**src/rtl/mic_pkg.sv**
```systemverilog
// package of the interrupt controller: register map, source order, vectors
// assumes an 8-bit register port with one-cycle read latency
`default_nettype none
package mic_pkg;
	localparam logic [7:0] OFS_ENABLE_MAIN   = 8'hA8;
	localparam logic [7:0] OFS_PRIORITY_MAIN = 8'hB8;
	localparam logic [7:0] OFS_ENABLE_EXT    = 8'hE8;
	localparam logic [7:0] OFS_PRIORITY_EXT  = 8'hF8;
	localparam logic [7:0] OFS_FLAG_EXT      = 8'h91;
	localparam logic [7:0] OFS_DEBUG_ID      = 8'hEF;
	localparam logic [7:0] RST_ENABLE_MAIN   = 8'h00;
	localparam logic [7:0] RST_PRIORITY_MAIN = 8'h00;
	localparam logic [7:0] RST_ENABLE_EXT    = 8'h00;
	localparam logic [7:0] RST_PRIORITY_EXT  = 8'h00;
	localparam logic [7:0] RST_DEBUG_ID      = 8'h00;
	localparam int         GLOBAL_EN_BIT     = 7;
	localparam int         I2CM_FLAG_BIT     = 0;
	localparam logic [7:0] PRIO_MAIN_MASK    = 8'h7F;
	localparam int         NUM_SRC           = 15;
	localparam int         NUM_CORE_SRC      = 7;
	localparam int         NUM_EXT_SRC       = 6;
	localparam int         NUM_PIN_SRC       = 2;
	// natural order index of each source, 0 is highest
	localparam int         SRC_TIMER0        = 1;
	localparam int         SRC_TIMER1        = 3;
	localparam int         SRC_I2CM          = 7;
	localparam logic [7:0] VEC_BASE          = 8'h03;
	localparam logic [7:0] VEC_STEP          = 8'h08;
	localparam logic [7:0] VEC_BREAKPOINT    = 8'h7B;
	localparam logic [7:0] VEC_DEBUG         = 8'h83;
	localparam logic [4:0] ID_BREAKPOINT     = 5'h0F;
	localparam logic [4:0] ID_DEBUG          = 5'h10;
	localparam logic [4:0] ID_NONE           = 5'h1F;
endpackage
`default_nettype wire

```
**src/rtl/mic_arb_if.sv**
```systemverilog
// carrier between the controller top and its arbiter
// assumes both ends run on core_clk
`timescale 1ns/10ps
`default_nettype none
interface mic_arb_if;
	logic [14:0] pend;
	logic [14:0] level;
	logic        dbgReq;
	logic        bkpReq;
	logic        valid;
	logic [4:0]  winId;
	logic        winHigh;
	modport ctrl (output pend, level, dbgReq, bkpReq,
	              input  valid, winId, winHigh);
	modport arb  (input  pend, level, dbgReq, bkpReq,
	              output valid, winId, winHigh);
endinterface
`default_nettype wire

```
**src/rtl/mic_arbiter.sv**
```systemverilog
// combinational winner select for the interrupt controller
// assumes pend already gated by enables and in-service state
`timescale 1ns/10ps
`default_nettype none
module mic_arbiter (
	mic_arb_if.arb arb
);
	// lowest index set wins; helper used for both levels
	function automatic logic [4:0] firstSet(input logic [14:0] v);
		logic [4:0] r;
		r = mic_pkg::ID_NONE;
		for (int i = mic_pkg::NUM_SRC - 1; i >= 0; i--) begin
			if (v[i]) begin
				r = 5'(i);
			end
		end
		return r;
	endfunction

	logic [14:0] hiPend;
	logic [14:0] loPend;
	always_comb begin
		hiPend = arb.pend & arb.level;
		loPend = arb.pend & ~arb.level;
		arb.valid   = 1'b1;
		arb.winHigh = 1'b1;
		if (arb.dbgReq) begin
			arb.winId = mic_pkg::ID_DEBUG;
		end else if (arb.bkpReq) begin
			arb.winId = mic_pkg::ID_BREAKPOINT;
		end else if (|hiPend) begin
			arb.winId = firstSet(hiPend);
		end else if (|loPend) begin
			arb.winId   = firstSet(loPend);
			arb.winHigh = 1'b0;
		end else begin
			arb.winId   = mic_pkg::ID_NONE;
			arb.valid   = 1'b0;
			arb.winHigh = 1'b0;
		end
	end
endmodule
`default_nettype wire

```
**src/rtl/mic_ctrl.sv**
```systemverilog
// two-level prioritised interrupt controller top
// assumes sources are synchronous to core_clk; cpu acks one cycle pulses
//
// Functional notes
// - fifteen ordinary sources, each software-assigned low or high level
// - seven core, six on-chip peripheral, two pin-group sources
// - request lines sampled on rising system clock edge
// - cpu vectors to single highest priority enabled pending request
// - high level always beats low level
// - same level decided by fixed natural order, pin group 0 first
// - vectors 0x03 stepping by 8 to 0x73, breakpoint 0x7B, debug 0x83
// - timer 0 and 1 flags cleared by hardware, others by software
// - software write can clear a flag, never set one
// - debug above breakpoint above all ordinary sources
// - debug raised when debug port request id matches programmed id
// - breakpoint raised when breakpoint unit signals a match
// - debug and breakpoint taken even with global enable clear
// - global enable clear blocks ordinary sources, else per-source enables
// - main enable register layout, resets to zero
// - extended enable register layout, resets to zero
// - priority bit one means high level, zero low
// - main priority register layout, bit 7 unused, resets to zero
// - extended priority register same order as extended enable
// - group flags are OR of peripheral flags and ignore writes
// - i2c master flag at bit 0 of extended flags, software clears
//
// Added by the designer: the plain strobed port.
`timescale 1ns/10ps
`default_nettype none
module mic_ctrl (
	input  wire logic        core_clk,
	input  wire logic        rst_b,
	input  wire logic [7:0]  regAddr,
	input  wire logic [7:0]  regWdata,
	input  wire logic        regWr,
	input  wire logic        regRd,
	output logic      [7:0]  regRdata,
	input  wire logic [14:0] srcLevel,
	input  wire logic        i2cMasterSet,
	input  wire logic        debugPortMode,
	input  wire logic        debugReqStb,
	input  wire logic [7:0]  debugReqId,
	input  wire logic        breakpointMatch,
	input  wire logic        irqAck,
	input  wire logic        irqReturn,
	output logic             irqReq,
	output logic      [7:0]  irqVector,
	output logic             timer0Clear,
	output logic             timer1Clear,
	output logic      [1:0]  inServiceLevel
);
	////////////////////////////////////////////////////////////////////////
	// register file
	logic [7:0]  enMainReg;
	logic [7:0]  prMainReg;
	logic [7:0]  enExtReg;
	logic [7:0]  prExtReg;
	logic [7:0]  debugIdReg;
	logic        i2cmFlagReg;
	logic [14:0] srcSampleReg;
	logic        dbgFlagReg;
	logic        bkpFlagReg;
	logic        wrEnMain;
	logic        wrEnExt;
	logic        wrFlagExt;

	assign wrEnMain  = regWr && regAddr == mic_pkg::OFS_ENABLE_MAIN;
	assign wrEnExt   = regWr && regAddr == mic_pkg::OFS_ENABLE_EXT;
	assign wrFlagExt = regWr && regAddr == mic_pkg::OFS_FLAG_EXT;

	always_ff @(posedge core_clk) begin
		if (!rst_b) begin
			enMainReg <= mic_pkg::RST_ENABLE_MAIN;
			enExtReg  <= mic_pkg::RST_ENABLE_EXT;
		end else begin
			if (wrEnMain) begin
				enMainReg <= regWdata;
			end
			if (wrEnExt) begin
				enExtReg <= regWdata;
			end
		end
	end

	always_ff @(posedge core_clk) begin
		if (!rst_b) begin
			prMainReg  <= mic_pkg::RST_PRIORITY_MAIN;
			prExtReg   <= mic_pkg::RST_PRIORITY_EXT;
			debugIdReg <= mic_pkg::RST_DEBUG_ID;
		end else if (regWr) begin
			if (regAddr == mic_pkg::OFS_PRIORITY_MAIN) begin
				prMainReg <= regWdata & mic_pkg::PRIO_MAIN_MASK;
			end
			if (regAddr == mic_pkg::OFS_PRIORITY_EXT) begin
				prExtReg <= regWdata;
			end
			if (regAddr == mic_pkg::OFS_DEBUG_ID) begin
				debugIdReg <= regWdata;
			end
		end
	end

	// a new set beats a clear arriving in the same cycle
	always_ff @(posedge core_clk) begin
		if (!rst_b) begin
			i2cmFlagReg <= 1'b0;
		end else if (i2cMasterSet) begin
			i2cmFlagReg <= 1'b1;
		end else if (wrFlagExt && !regWdata[mic_pkg::I2CM_FLAG_BIT]) begin
			i2cmFlagReg <= 1'b0;
		end
	end

	////////////////////////////////////////////////////////////////////////
	// request sampling; peripherals own their flags, group lines are ORs
	always_ff @(posedge core_clk) begin
		if (!rst_b) begin
			srcSampleReg <= 15'h0000;
		end else begin
			srcSampleReg <= srcLevel;
		end
	end

	logic [14:0] srcPending;
	always_comb begin
		srcPending = srcSampleReg;
		srcPending[mic_pkg::SRC_I2CM] = i2cmFlagReg;
	end

	// sticky debug and breakpoint flags, cleared when their vector is taken
	logic dbgHit;
	logic takeNow;
	logic [4:0] takeId;
	assign dbgHit = debugPortMode && debugReqStb && debugReqId == debugIdReg;

	always_ff @(posedge core_clk) begin
		if (!rst_b) begin
			dbgFlagReg <= 1'b0;
			bkpFlagReg <= 1'b0;
		end else begin
			if (dbgHit) begin
				dbgFlagReg <= 1'b1;
			end else if (takeNow && takeId == mic_pkg::ID_DEBUG) begin
				dbgFlagReg <= 1'b0;
			end
			if (breakpointMatch) begin
				bkpFlagReg <= 1'b1;
			end else if (takeNow && takeId == mic_pkg::ID_BREAKPOINT) begin
				bkpFlagReg <= 1'b0;
			end
		end
	end

	////////////////////////////////////////////////////////////////////////
	// enables, in-service gating and arbitration
	logic [14:0] srcEnable;
	logic [14:0] srcLevelHigh;
	logic        hiActReg;
	logic        loActReg;
	logic        dbgActReg;

	assign srcEnable = {enExtReg, enMainReg[6:0]}
		& {15{enMainReg[mic_pkg::GLOBAL_EN_BIT]}};
	assign srcLevelHigh = {prExtReg, prMainReg[6:0]};

	mic_arb_if arbBus ();
	always_comb begin
		arbBus.pend   = 15'h0000;
		arbBus.dbgReq = dbgFlagReg && !dbgActReg;
		arbBus.bkpReq = bkpFlagReg && !dbgActReg;
		arbBus.level  = srcLevelHigh;
		if (!dbgActReg && !hiActReg) begin
			// low service in progress admits only high requests
			arbBus.pend = srcPending & srcEnable
				& (loActReg ? srcLevelHigh : 15'h7FFF);
		end
	end

	mic_arbiter uArb (
		.arb (arbBus.arb)
	);

	function automatic logic [7:0] vectorOf(input logic [4:0] id);
		logic [7:0] v;
		v = mic_pkg::VEC_BASE + 8'(id) * mic_pkg::VEC_STEP;
		if (id == mic_pkg::ID_BREAKPOINT) begin
			v = mic_pkg::VEC_BREAKPOINT;
		end
		if (id == mic_pkg::ID_DEBUG) begin
			v = mic_pkg::VEC_DEBUG;
		end
		return v;
	endfunction

	////////////////////////////////////////////////////////////////////////
	// cpu handshake: request and vector follow the arbiter each cycle until ack, one vector per ack
	assign takeNow = irqReq && irqAck;
	logic [4:0] curIdReg;
	logic       curHighReg;
	assign takeId = curIdReg;

	always_ff @(posedge core_clk) begin
		if (!rst_b) begin
			irqReq     <= 1'b0;
			irqVector  <= 8'h00;
			curIdReg   <= mic_pkg::ID_NONE;
			curHighReg <= 1'b0;
		end else if (takeNow) begin
			irqReq <= 1'b0;
		end else begin
			irqReq     <= arbBus.valid;
			irqVector  <= vectorOf(arbBus.winId);
			curIdReg   <= arbBus.winId;
			curHighReg <= arbBus.winHigh;
		end
	end

	always_ff @(posedge core_clk) begin
		if (!rst_b) begin
			timer0Clear <= 1'b0;
			timer1Clear <= 1'b0;
		end else begin
			timer0Clear <= takeNow && curIdReg == 5'(mic_pkg::SRC_TIMER0);
			timer1Clear <= takeNow && curIdReg == 5'(mic_pkg::SRC_TIMER1);
		end
	end

	// nesting: each return pops the innermost active level
	always_ff @(posedge core_clk) begin
		if (!rst_b) begin
			loActReg  <= 1'b0;
			hiActReg  <= 1'b0;
			dbgActReg <= 1'b0;
		end else if (takeNow) begin
			if (curIdReg >= mic_pkg::ID_BREAKPOINT) begin
				dbgActReg <= 1'b1;
			end else if (curHighReg) begin
				hiActReg <= 1'b1;
			end else begin
				loActReg <= 1'b1;
			end
		end else if (irqReturn) begin
			if (dbgActReg) begin
				dbgActReg <= 1'b0;
			end else if (hiActReg) begin
				hiActReg <= 1'b0;
			end else begin
				loActReg <= 1'b0;
			end
		end
	end

	always_ff @(posedge core_clk) begin
		if (!rst_b) begin
			inServiceLevel <= 2'h0;
		end else begin
			inServiceLevel <= dbgActReg ? 2'h3 : hiActReg ? 2'h2
				: loActReg ? 2'h1 : 2'h0;
		end
	end

	////////////////////////////////////////////////////////////////////////
	// read port; unmapped addresses read zero
	always_ff @(posedge core_clk) begin
		if (!rst_b) begin
			regRdata <= 8'h00;
		end else if (regRd) begin
			unique case (regAddr)
				mic_pkg::OFS_ENABLE_MAIN:   regRdata <= enMainReg;
				mic_pkg::OFS_PRIORITY_MAIN: regRdata <= prMainReg;
				mic_pkg::OFS_ENABLE_EXT:    regRdata <= enExtReg;
				mic_pkg::OFS_PRIORITY_EXT:  regRdata <= prExtReg;
				mic_pkg::OFS_DEBUG_ID:      regRdata <= debugIdReg;
				mic_pkg::OFS_FLAG_EXT: begin
					// group bits mirror the sampled lines
					regRdata <= {srcSampleReg[14:12], 1'b0,
						srcSampleReg[10:8], i2cmFlagReg};
				end
				default: regRdata <= 8'h00;
			endcase
		end else begin
			regRdata <= 8'h00;
		end
	end

	////////////////////////////////////////////////////////////////////////
	// checks
	AST_HIGH_BEATS_LOW: assert property (
		@(posedge core_clk) disable iff (!rst_b)
		(arbBus.valid && |(arbBus.pend & arbBus.level) && !arbBus.dbgReq
		&& !arbBus.bkpReq) |-> arbBus.winHigh)
		else $error("low level won over pending high");
	AST_DEBUG_FIRST: assert property (
		@(posedge core_clk) disable iff (!rst_b)
		arbBus.dbgReq |-> arbBus.winId == mic_pkg::ID_DEBUG)
		else $error("debug not ranked first");
	AST_GLOBAL_BLOCK: assert property (
		@(posedge core_clk) disable iff (!rst_b)
		!enMainReg[mic_pkg::GLOBAL_EN_BIT] |-> arbBus.pend == 15'h0000)
		else $error("ordinary source passed global disable");
	AST_BKP_RAISE: assert property (
		@(posedge core_clk) disable iff (!rst_b)
		breakpointMatch |=> bkpFlagReg)
		else $error("breakpoint flag not raised");
	AST_DBG_RAISE: assert property (
		@(posedge core_clk) disable iff (!rst_b)
		dbgHit |=> dbgFlagReg)
		else $error("debug flag not raised");
	AST_NO_SW_SET: assert property (
		@(posedge core_clk) disable iff (!rst_b)
		(!i2cmFlagReg && !i2cMasterSet) |=> !i2cmFlagReg)
		else $error("i2c master flag set without hardware event");
	AST_ONE_VECTOR: assert property (
		@(posedge core_clk) disable iff (!rst_b)
		takeNow |=> !irqReq)
		else $error("request held after acknowledge");
	AST_TIMER0_CLR: assert property (
		@(posedge core_clk) disable iff (!rst_b)
		(takeNow && curIdReg == 5'(mic_pkg::SRC_TIMER0)) |=> timer0Clear)
		else $error("timer 0 flag not cleared on entry");
	AST_NO_PREEMPT_HIGH: assert property (
		@(posedge core_clk) disable iff (!rst_b)
		hiActReg |-> arbBus.pend == 15'h0000)
		else $error("high service preempted by ordinary source");
	AST_VECTOR_MAP: assert property (
		@(posedge core_clk) disable iff (!rst_b)
		(irqReq && curIdReg == 5'h0E) |-> irqVector == 8'h73)
		else $error("last ordinary vector wrong");
	AST_TIMER1_CLR: assert property (
		@(posedge core_clk) disable iff (!rst_b)
		(takeNow && curIdReg == 5'(mic_pkg::SRC_TIMER1)) |=> timer1Clear)
		else $error("timer 1 flag not cleared on entry");
	AST_I2CM_SET: assert property (
		@(posedge core_clk) disable iff (!rst_b)
		i2cMasterSet |=> i2cmFlagReg)
		else $error("i2c master flag not raised");
	AST_I2CM_KEEP: assert property (
		@(posedge core_clk) disable iff (!rst_b)
		(i2cmFlagReg && !wrFlagExt) |=> i2cmFlagReg)
		else $error("i2c master flag cleared without software");
	AST_PRIO_TOP_ZERO: assert property (
		@(posedge core_clk) disable iff (!rst_b)
		!prMainReg[7])
		else $error("unused priority bit holds a one");
	AST_LOW_NEST: assert property (
		@(posedge core_clk) disable iff (!rst_b)
		loActReg |-> (arbBus.pend & ~arbBus.level) == 15'h0000)
		else $error("low service preempted by low source");
	AST_BKP_VECTOR: assert property (
		@(posedge core_clk) disable iff (!rst_b)
		(irqReq && curIdReg == mic_pkg::ID_BREAKPOINT)
		|-> irqVector == mic_pkg::VEC_BREAKPOINT)
		else $error("breakpoint vector wrong");
	AST_DBG_NO_EA: assert property (
		@(posedge core_clk) disable iff (!rst_b)
		(arbBus.dbgReq || arbBus.bkpReq) |-> arbBus.valid)
		else $error("debug or breakpoint request not offered");
endmodule
`default_nettype wire

```
**config.mk**
```make
export PLATFORM = sky130hd
export DESIGN_NAME = mic_ctrl
export DESIGN_NICKNAME = d
export VERILOG_FILES = /design/src/rtl/mic_pkg.sv /design/src/rtl/mic_arb_if.sv /design/src/rtl/mic_arbiter.sv /design/src/rtl/mic_ctrl.sv
export SDC_FILE = /design/constraint.sdc
export NUM_CORES = 1
export LEC_CHECK = 0
export ABC_AREA = 1
export BUFFER_PORTS_ARGS = -buffer_cell sky130_fd_sc_hd__buf_2
export CAP_MARGIN = 10
export CORE_MARGIN = 1
export CORE_UTILIZATION = 60
export DETAILED_ROUTE_END_ITERATION = 16
export HOLD_SLACK_MARGIN = 0.05
export PLACE_DENSITY = 0.85
export SLEW_MARGIN = 10
export SYNTH_ARGS = -nofsm -noshare
export SYNTH_HDL_FRONTEND = slang
export SYNTH_SLANG_ARGS = --single-unit
export TNS_END_PERCENT = 10
```
**constraint.sdc**
```tcl
create_clock -name core_clk -period 2.5 [get_ports core_clk]
set_input_delay 0.125 -clock core_clk [delete_from_list [all_inputs] [get_ports core_clk]]
set_output_delay 0.125 -clock core_clk [all_outputs]
set_load 0.1 [all_outputs]
```
==> reports/results.ini, run 1 <==
[worst_setup_path]
crit_family = simple AND/OR/NAND/NOR gates
path_class = reg2reg
start_kind = flip-flop
critPathCaptureType = flip-flop
critPathMostFrequentCell = nand2_1
crit_required_ns = 2.73
reg2reg_from = enMainReg[7]
cp_max_fo = 7
rrSetupSlack_ns = 0.34
ff2ff_path_depth = 21
cp_num_buf_inv = 0
r2r-end = irqVector[3]
crit_chain = nand2_1, nor2_1, nand3_1, nor2_1, nand2_1, nand2_1, nand2_1, nand2_1, nand2_1, nand2_1, nand2_1, nand2_1, nand2_1, nand2_1, nand2_1, nand2_1, nand2_1, nand3_1, nand3_1, nand2_1, a21oi_2
cp.arrival_ns = 2.39
slowest_delay_ns = 0.51
crit_slowest_cell = dfxtp_1

[detailed_routing]
wl_mm = 11.2
postRouteAntennaNets = 0
wire_per_inst_um = 15.4
vias = 4122
drt_iter0_markers = 383
first_pass_iters = 5
drc = 0
viasPerCell = 5.66

[floorplan]
initial_core_util_pct = 62.6
die_area_sq_mm = 0.00699
core_area_sq_mm = 0.00639
die_w_um = 83.6
die_h_um = 83.6
pin_count = 70
rows = 29

[pwr]
p_per_area_mw_per_mm2 = 561
p_leak_nw = 2.12
ir_worst_vdd_uv = 583

[place]
dp.cells = 697
place_congestion = 0.927
dp_hpwl_mm = 8.38
numPortBuffers = 67

[clock_tree]
clock-sinks = 84
cts_setup_buffers = 0
insertion_delay_ns = 0.36
ctsLongestPathBuffers = 2
post_cts_resized = 0
cts_hold_buf = 16
root_buffer = clkbuf_8
cts_made_buffers = 9
cts_tree = done
clk_pin_slew_ns = 0.08
cts.htree.levels = 3

[final_layout]
final_core_util_pct = 74.1
diodes = 0
fill_cells = 542
drive_above_1_share_pct = 17.8
stdcell_count = 728
area_growth_pct = 18.4
num-nets-final = 696

[sta]
rsz0062_at_grt = false
slew_headroom_pct = 58.6
holdWs_ns = 0.0862
finClkSkew_ns = 0.00924
fin_crit_sh_pct = 86.3
fmax_mhz = 464
setup_viol = 0
fin_crit_ns = 2.16
hold_viol_final = 0
setup_tns_ns = 0
slew_viol_final = 0
worst_pin_slew_ns = 0.621

[yosys]
synth_area_sq_mm = 0.00400
ys_ff_latch = 84
synth_cell_types = 41
synth_top_cell_by_area = dfxtp_1
synthCells = 566
yosysWarningCount = 0
synth_top_area_share_pct = 42.1
syn_area_per_cell_sq_um = 7.07
ys_seq_area_share_pct = 42.1
synth_area_leaders = dfxtp_1, nand2_1, inv_1
synth_nets = 615

[status]
status = finished, final reports clean

[global_routing]
antenna_found_initial = 0
grt_max_degree = 24
grt_pass1_wl_mm = 18.4
grt.overflow.total = 0
grt_pass1_vias = 3873
gr-usage-all-layers_pct = 33.7

[hold_path]
hp-start = regWdata[7]
holdPathStages = 3
holdPathEnd = enExtReg[7]
hp-class = in2reg

[job]
maxCapViolations = 0

[power breakdown]
group	internal, mW	switching, mW	total [mW]
clock	0.482	0.484	0.966
sequential	1.37	0.0170	1.39
combinational	0.0899	0.215	0.305
[layout by cell type (no fill, tap or decap), types with 3 or more instances in the layout]
master         Yosys  final
a211oi_1           6      6
nand3_1           23     23
inv_1             79     79
dfxtp_1           84     84
a21oi_1           58     58
clkbuf_8           0     10
buf_2              0     67
o211ai_2           6      6
a221oi_1           3      3
o21ai_0           43     43
buf_4              2      4
xor2_1             4      4
nand4_1            8      8
o22ai_1           15     15
a21oi_2            4      4
dlygate4sd3_1      0     16
o211ai_1           3      3
nor2_1            35     35
inv_2              8      8
nor3_1             7      7
nand2_1          133    133
nor2_2             5      5
[layer usage]
metal | GRT usage (%) | wire [um] | up-vias
met5 | 0 | 0 | -
met4 | 12.9 | 352 | 0
met3 | 7.91 | 893 | 33
met2 | 54.0 | 5130 | 187
met1 | 44.1 | 4840 | 1880
li1 | - | - | 2022
[Yosys cell counts]
cell       count
o211ai_2       6
xor2_1         4
o21bai_1       2
a2111oi_0      1
inv_1         79
a21oi_2        4
clkbuf_1      13
nor4_2         2
nor4_4         1
inv_4          1
conb_1         1
a221oi_1       3
nand2_1      133
nand2_2        2
nor4_1         2
buf_1          1
a21oi_1       58
inv_2          8
o31ai_1        2
dfxtp_1       84
o211ai_1       3
nand3_1       23
buf_6          1
nand4_1        8
nor3_1         7
o21ai_2        1
nor2_2         5
o21ai_1        1
and3_1         1
o21a_1         1
o311ai_0       1
a31oi_1        2
nand3b_1       1
nand3_4        1
buf_4          2
o22ai_1       15
nor4b_1        1
o21ai_0       43
a211oi_1       6
xnor2_1        1
nor2_1        35
[per-stage QoR]
step	power, mW	setup WS [ns]	area (sq um)
2_1_floorplan	1.61	0.294	4000
3_3_place_gp	1.69	0.457	4380
3_5_place_dp	1.70	0.399	4380
4_1_cts	2.66	0.385	4730
5_1_grt	2.75	0.0548	4730
6_report	2.66	0.343	4730
[logic make-up after synthesis]
logic type      share of synthesized area [%]
simple gates                             24.3
compound gates                           22.1
buf+inv                                  10.3
flops                                    42.1
xor+xnor                                 1.10
other cells                            0.0938
[flip-flops by register name (all words and copies together), names as in the netlist]
signal,count
srcSampleReg,14
debugIdReg,8
enExtReg,8
enMainReg,8
prExtReg,8
regRdata,8
prMainReg,7
irqVector,6
curIdReg,5
inServiceLevel,2
bkpFlagReg,1
curHighReg,1
dbgActReg,1
dbgFlagReg,1
hiActReg,1
i2cmFlagReg,1
irqReq,1
loActReg,1
timer0Clear,1
timer1Clear,1
[how the worst max path moves through the flow]
stage,from,end,slack (ns),cells after the start
2_1_floorplan,irqReq,loActReg,0.29,9
3_3_place_gp,enMainReg[7],irqVector[3],0.46,21
3_5_place_dp,enMainReg[7],irqVector[3],0.40,21
4_1_cts,enMainReg[7],irqVector[3],0.38,16
5_1_grt,loActReg,irqVector[3],0.05,19
6_report,enMainReg[7],irqVector[3],0.34,21
[worst reg2reg max path: cells and delay by family, from the launching register on]
kind	cells	cell delay, ns
AND/OR/NAND/NOR	20	1.47
flip-flops	1	0.51
AO/OA/AOI/OAI	1	0.06
[layout make-up]
class,count,area [sq um],area share [%]
flip-flops and latches,84,1680,35.5
clock inverters,4,50.0,1.06
multi-input cells,377,1910,40.3
repair buffers,87,526,11.1
clock buffers,11,141,2.99
well taps,77,96.3,2.04
inverters,88,333,7.03
(Power assumes the default switching activity.)
==> run 2: changes to the inputs <==
- CORE_UTILIZATION: 60 -> 58
- PLACE_DENSITY: 0.85 -> 0.82
==> reports/results.ini, run 2 (synthesis results as in run 1) <==
[clock_tree]
cts.htree.levels = 3  ; unchanged
clock-sinks = 84  ; unchanged
cts_setup_buffers = 0  ; unchanged
post_cts_resized = 0  ; unchanged
cts_tree = done  ; unchanged
root_buffer = clkbuf_8  ; unchanged
insertion_delay_ns = 0.35  ; was 0.36 ns
clk_pin_slew_ns = 0.09  ; was 0.08 ns
cts_hold_buf = 16  ; unchanged
ctsLongestPathBuffers = 2  ; unchanged
cts_made_buffers = 9  ; unchanged

[global_routing]
grt_util_met3_pct = 6.52  ; was 7.91%
use_met1_pct = 42.7  ; was 44.1%
grt_pass1_vias = 4047  ; was 3873
met2_usage_pct = 57.6  ; was 54.0%
grt.busiest_layer = met2  ; unchanged
grt.overflow.total = 0  ; unchanged
grt_max_degree = 26  ; was 24
antenna_found_initial = 0  ; unchanged
gr-usage-all-layers_pct = 34.1  ; was 33.7%
grt_pass1_wl_mm = 19.0  ; was 18.4 mm

[worst_setup_path]
start_kind = flip-flop  ; unchanged
cp.arrival_ns = 2.52  ; was 2.39 ns
cp_max_fo = 13  ; was 7
path_class = reg2reg  ; unchanged
critPathCaptureType = flip-flop  ; unchanged
crit_required_ns = 2.78  ; was 2.73 ns

[sta]
hold_viol_final = 0  ; unchanged
setup_viol = 0  ; unchanged
rsz0062_at_grt = false  ; unchanged
fin_crit_sh_pct = 89.3  ; was 86.3%
fin_ws_ns = 0.267  ; was 0.343 ns
finClkSkew_ns = 0.0120  ; was 0.00924 ns
fin_crit_ns = 2.23  ; was 2.16 ns
holdWs_ns = 0.0919  ; was 0.0862 ns
fmax_mhz = 448  ; was 464 MHz
slew_headroom_pct = 52.8  ; was 58.6%
slew_viol_final = 0  ; unchanged
setup_tns_ns = 0  ; unchanged
worst_pin_slew_ns = 0.707  ; was 0.621 ns

[floorplan]
core_area_sq_mm = 0.00649  ; was 0.00639 sq mm
pin_count = 70  ; unchanged
die_area_sq_mm = 0.00723  ; was 0.00699 sq mm
die_h_um = 85.0  ; was 83.6 um
rows = 29  ; unchanged
initial_core_util_pct = 61.6  ; was 62.6%
die_w_um = 85.0  ; was 83.6 um

[detailed_routing]
drt_iter0_markers = 342  ; was 383
first_pass_iters = 6  ; was 5
postRouteAntennaNets = 0  ; unchanged
wire_per_inst_um = 16.1  ; was 15.4 um
wl_mm = 11.8  ; was 11.2 mm
vias = 4240  ; was 4122
viasPerCell = 5.81  ; was 5.66
drc = 0  ; unchanged

[pwr]
p_leak_nw = 2.16  ; was 2.12 nW
p_per_area_mw_per_mm2 = 601  ; was 561 mW/mm^2
p_total_mw = 2.89  ; was 2.66 mW
ir_worst_vdd_uv = 416  ; was 583 uV

[place]
place_congestion = 0.936  ; was 0.927
post-place-ws_ns = 0.353  ; was 0.399 ns
numPortBuffers = 67  ; unchanged
dp_hpwl_mm = 8.45  ; was 8.38 mm
dp.cells = 698  ; was 697

[final_layout]
area_growth_pct = 20.0  ; was 18.4%
diodes = 0  ; unchanged
num-nets-final = 697  ; was 696
drive_above_1_share_pct = 18.2  ; was 17.8%
final_common_cell = nand2_1  ; unchanged
fill_cells = 525  ; was 542
regMostFlops = srcSampleReg  ; unchanged
layout_common_cells = nand2_1, dfxtp_1, inv_1  ; unchanged
stdcell_count = 730  ; was 728
largest_reg_flops = 14  ; unchanged

[job]
maxCapViolations = 0  ; unchanged

[hold_path]
hp-class = in2reg  ; unchanged

[status]
status = finished, final reports clean  ; unchanged

## run 2: cell count changes in the layout (fill, tap and decap cells not counted), sizes merged
cell	delta
buf	+1
clkinvlp	-1
clkinv	+1
bufinv	+2
clkbuf	-1
## run 2: final cells by class
cell class / instances / area [sq um] / share of cell area [%]
Inverter: 88 / 333 / 6.94
Sequential cell: 84 / 1680 / 35.0
Clock inverter: 6 / 111 / 2.32
Clock buffer: 10 / 138 / 2.87
Tap cell: 77 / 96.3 / 2.01
Timing Repair Buffer: 88 / 533 / 11.1
Multi-Input combinational cell: 377 / 1910 / 39.7
## run 2: worst paths after layout
path           startpoint      endpoint  slack [ns]  depth (start not counted)
max reg2reg      loActReg  irqVector[3]        0.27                         19
min                 regRd   regRdata[7]        0.09                          3
max              loActReg  irqVector[3]        0.27                         19
min reg2reg  irqVector[5]  irqVector[5]        0.47                          2
## run 2: report_power, final
part | leakage, nW | total, mW | switching [mW] | internal (mW)
logic | 1.35 | 0.309 | 0.219 | 0.0901
registers | 0.685 | 1.39 | 0.0177 | 1.37
clock network | 0.122 | 1.19 | 0.500 | 0.691
total | 2.16 | 2.89 | 0.736 | 2.15
## run 2: metal layers
layer	routed length, um	vias to the layer above
li1	-	2031
met4	334	0
met2	5470	240
met1	4990	1937
met3	963	32
met5	0	-
## run 2: metrics by stage
step | cell area (sq um) | utilization (%)
6_report | 4800 | 73.9
5_1_grt | 4800 | 73.9
4_1_cts | 4800 | 73.9
3_5_place_dp | 4390 | 67.6
3_3_place_gp | 4390 | 67.6
2_1_floorplan | 4000 | -
## run 2: critical path, stage by stage, from the launching register on
cell and delay (ns):
dfxtp_1 0.39, inv_2 0.31, nor2_1 0.07, nor3_1 0.26, nand2_1 0.14, nand2_1 0.09
nand2_1 0.05, nand2_1 0.05, nand2_1 0.05, nand2_1 0.05, nand2_1 0.05, nand2_1 0.06
nand2_1 0.05, nand2_1 0.05, nand2_1 0.05, nand2_1 0.06, nand3_1 0.08, nand3_1 0.07
nand2_1 0.09, a21oi_2 0.14
==> run 3: changes to the inputs <==
- BUFFER_PORTS_ARGS: -buffer_cell sky130_fd_sc_hd__buf_2 -> -buffer_cell sky130_fd_sc_hd__buf_4
==> reports/results.ini, run 3 (synthesis results as in run 1) <==
[final_layout]
layout_common_cells = nand2_1, dfxtp_1, inv_1  ; unchanged
regMostFlops = srcSampleReg  ; unchanged
register_area_sq_mm = 0.00168  ; unchanged
num-nets-final = 696  ; was 697
multi_input_area_sq_mm = 0.00191  ; unchanged
largest_reg_flops = 14  ; unchanged
fill_cells = 527  ; was 525
diodes = 0  ; unchanged
area_growth_pct = 22.9  ; was 20.0%
drive_above_1_share_pct = 17.8  ; was 18.2%
final_common_cell = nand2_1  ; unchanged

[clock_tree]
cts.htree.levels = 3  ; unchanged
cts_tree = done  ; unchanged
ctsLongestPathBuffers = 2  ; unchanged
clock-sinks = 84  ; unchanged
cts_setup_buffers = 0  ; unchanged
clk_pin_slew_ns = 0.09  ; about the same
cts_made_buffers = 9  ; unchanged
root_buffer = clkbuf_8  ; unchanged
insertion_delay_ns = 0.36  ; was 0.35 ns

[floorplan]
rows = 29  ; unchanged
die_w_um = 85.0  ; unchanged
die_area_sq_mm = 0.00723  ; unchanged
core_area_sq_mm = 0.00649  ; unchanged
initial_core_util_pct = 61.6  ; unchanged
pin_count = 70  ; unchanged
die_h_um = 85.0  ; unchanged

[sta]
rsz0062_at_grt = false  ; unchanged
hold_viol_final = 0  ; unchanged
fin_crit_sh_pct = 87.5  ; was 89.3%
setup_viol = 0  ; unchanged
slew_viol_final = 0  ; unchanged
finClkSkew_ns = 0.00818  ; was 0.0120 ns
setup_tns_ns = 0  ; unchanged
fin_crit_ns = 2.19  ; was 2.23 ns
slew_headroom_pct = 55.3  ; was 52.8%
worst_pin_slew_ns = 0.670  ; was 0.707 ns
fmax_mhz = 457  ; was 448 MHz

[worst_setup_path]
critPathMostFrequentCell = nand2_1  ; unchanged
cp_max_fo = 13  ; unchanged
cp_num_buf_inv = 1  ; unchanged
start_kind = flip-flop  ; unchanged
critPathCaptureType = flip-flop  ; unchanged
crit_required_ns = 2.72  ; was 2.78 ns
crit_family = simple AND/OR/NAND/NOR gates  ; unchanged
path_class = reg2reg  ; unchanged
cp.arrival_ns = 2.41  ; was 2.52 ns
slowest_delay_ns = 0.40  ; was 0.39 ns
crit_slowest_cell = dfxtp_1  ; unchanged
crit_chain = inv_2, o21ai_1, nor4_2, nand2_1, nand2_1, nand2_1, nand2_1, nand2_1, nand2_1, nand2_1, nand2_1, nand2_1, nand2_1, nand2_1, nand3_1, nand3_1, nand2_1, a21oi_2  ; was inv_2, nor2_1, nor3_1, nand2_1, nand2_1, nand2_1, nand2_1, nand2_1, nand2_1, nand2_1, nand2_1, nand2_1, nand2_1, nand2_1, nand2_1, nand3_1, nand3_1, nand2_1, a21oi_2

[place]
numPortBuffers = 67  ; unchanged
place_congestion = 0.946  ; was 0.936
dp_hpwl_mm = 8.20  ; was 8.45 mm

[detailed_routing]
vias = 4146  ; was 4240
drc = 0  ; unchanged
wl_mm = 11.4  ; was 11.8 mm
first_pass_iters = 5  ; was 6
viasPerCell = 5.70  ; was 5.81
drt_iter0_markers = 318  ; was 342
postRouteAntennaNets = 0  ; unchanged
wire_per_inst_um = 15.7  ; was 16.1 um

[pwr]
p_leak_nw = 2.18  ; was 2.16 nW
power.share.clock_pct = 37.8  ; was 41.3%
p_per_area_mw_per_mm2 = 563  ; was 601 mW/mm^2
ir_worst_vdd_uv = 409  ; was 416 uV
p_sw_share_pct = 26.3  ; was 25.5%
p_total_mw = 2.77  ; was 2.89 mW
p_int_mw = 2.04  ; was 2.15 mW
pwr-share-seq_pct = 50.1  ; was 48.0%
net-switching-power_mw = 0.728  ; was 0.736 mW
pwr-share-comb_pct = 12.0  ; was 10.7%

[hold_path]
hp-class = in2reg  ; unchanged

[global_routing]
grt_pass1_vias = 3974  ; was 4047
grt_pass1_wl_mm = 18.6  ; was 19.0 mm
grt.overflow.total = 0  ; unchanged
gr-usage-all-layers_pct = 33.3  ; was 34.1%
antenna_found_initial = 0  ; unchanged
grt_max_degree = 41  ; was 26

[job]
maxCapViolations = 0  ; unchanged

[status]
status = finished, final reports clean  ; unchanged

[run 3: cell types whose count changed in the layout (fill, tap and decap cells not counted)]
cell | previous run | this run
clkbuf_8 | 10 | 9
buf_2 | 67 | 0
bufinv_16 | 3 | 2
clkinv_4 | 1 | 0
clkinv_2 | 1 | 2
clkbuf_1 | 0 | 1
buf_4 | 5 | 71
[run 3: power by group through the flow]
stage / Clock (mW) / Sequential (mW) / Combinational [mW]
3_5_place_dp: 0 / 1.42 / 0.308
5_1_grt: 1.08 / 1.39 / 0.359
2_1_floorplan: 0 / 1.48 / 0.128
3_3_place_gp: 0 / 1.42 / 0.302
4_1_cts: 1.04 / 1.39 / 0.330
6_report: 1.05 / 1.39 / 0.333
[run 3: worst register-to-register path, delay by kind of cell (launching register included)]
kind / cells / cell delay [ns]
AO/OA/AOI/OAI: 2 / 0.19
AND/OR/NAND/NOR: 15 / 1.16
buffers and inverters: 1 / 0.31
flip-flops: 1 / 0.40
[run 3: what timing repair did]
| item | in CTS | in global routing |
|---|---|---|
| resized for setup | 0 | 0 |
| hold buffers | 16 | 0 |
| endpoints found under the hold margin | 16 | 0 |
[run 3: final cells by class]
type / instances / share of cell area (%)
inverters: 88 / 6.77
multi-input cells: 377 / 38.8
clock inverters: 5 / 1.58
well taps: 77 / 1.96
repair buffers: 87 / 14.1
flip-flops and latches: 84 / 34.2
clock buffers: 10 / 2.60
[run 3: worst paths after layout]
| kind | cells after the start | slack (ns) | endpoint | from |
|---|---|---|---|---|
| worst min-delay path | 2 | 0.08 | curIdReg[2] | rst_b |
| worst min register to register | 2 | 0.47 | irqVector[5] | irqVector[5] |
| worst max-delay path | 18 | 0.31 | irqVector[3] | loActReg |
| worst max register to register | 18 | 0.31 | irqVector[3] | loActReg |
[run 3: per-layer routing]
metal	vias to the layer above	share of wire (%)	GRT usage, %
met5	-	0	0
met4	0	4.4	17.4
met3	40	6.9	6.52
met2	191	45	54.0
met1	1893	43	42.2
li1	2022	-	-
[run 3: through the flow]
step           hold WS, ns  area [sq um]  std cells  setup slack [ns]  util [%]
6_report            0.0834          4910        728             0.312      75.7
5_1_grt             0.0871          4910        728           0.00915      75.7
4_1_cts             0.0756          4910        728             0.356      75.7
3_5_place_dp         0.310          4550        697             0.371      70.0
3_3_place_gp         0.306          4550        697             0.417      70.0
2_1_floorplan        0.223          4000        566             0.294         -
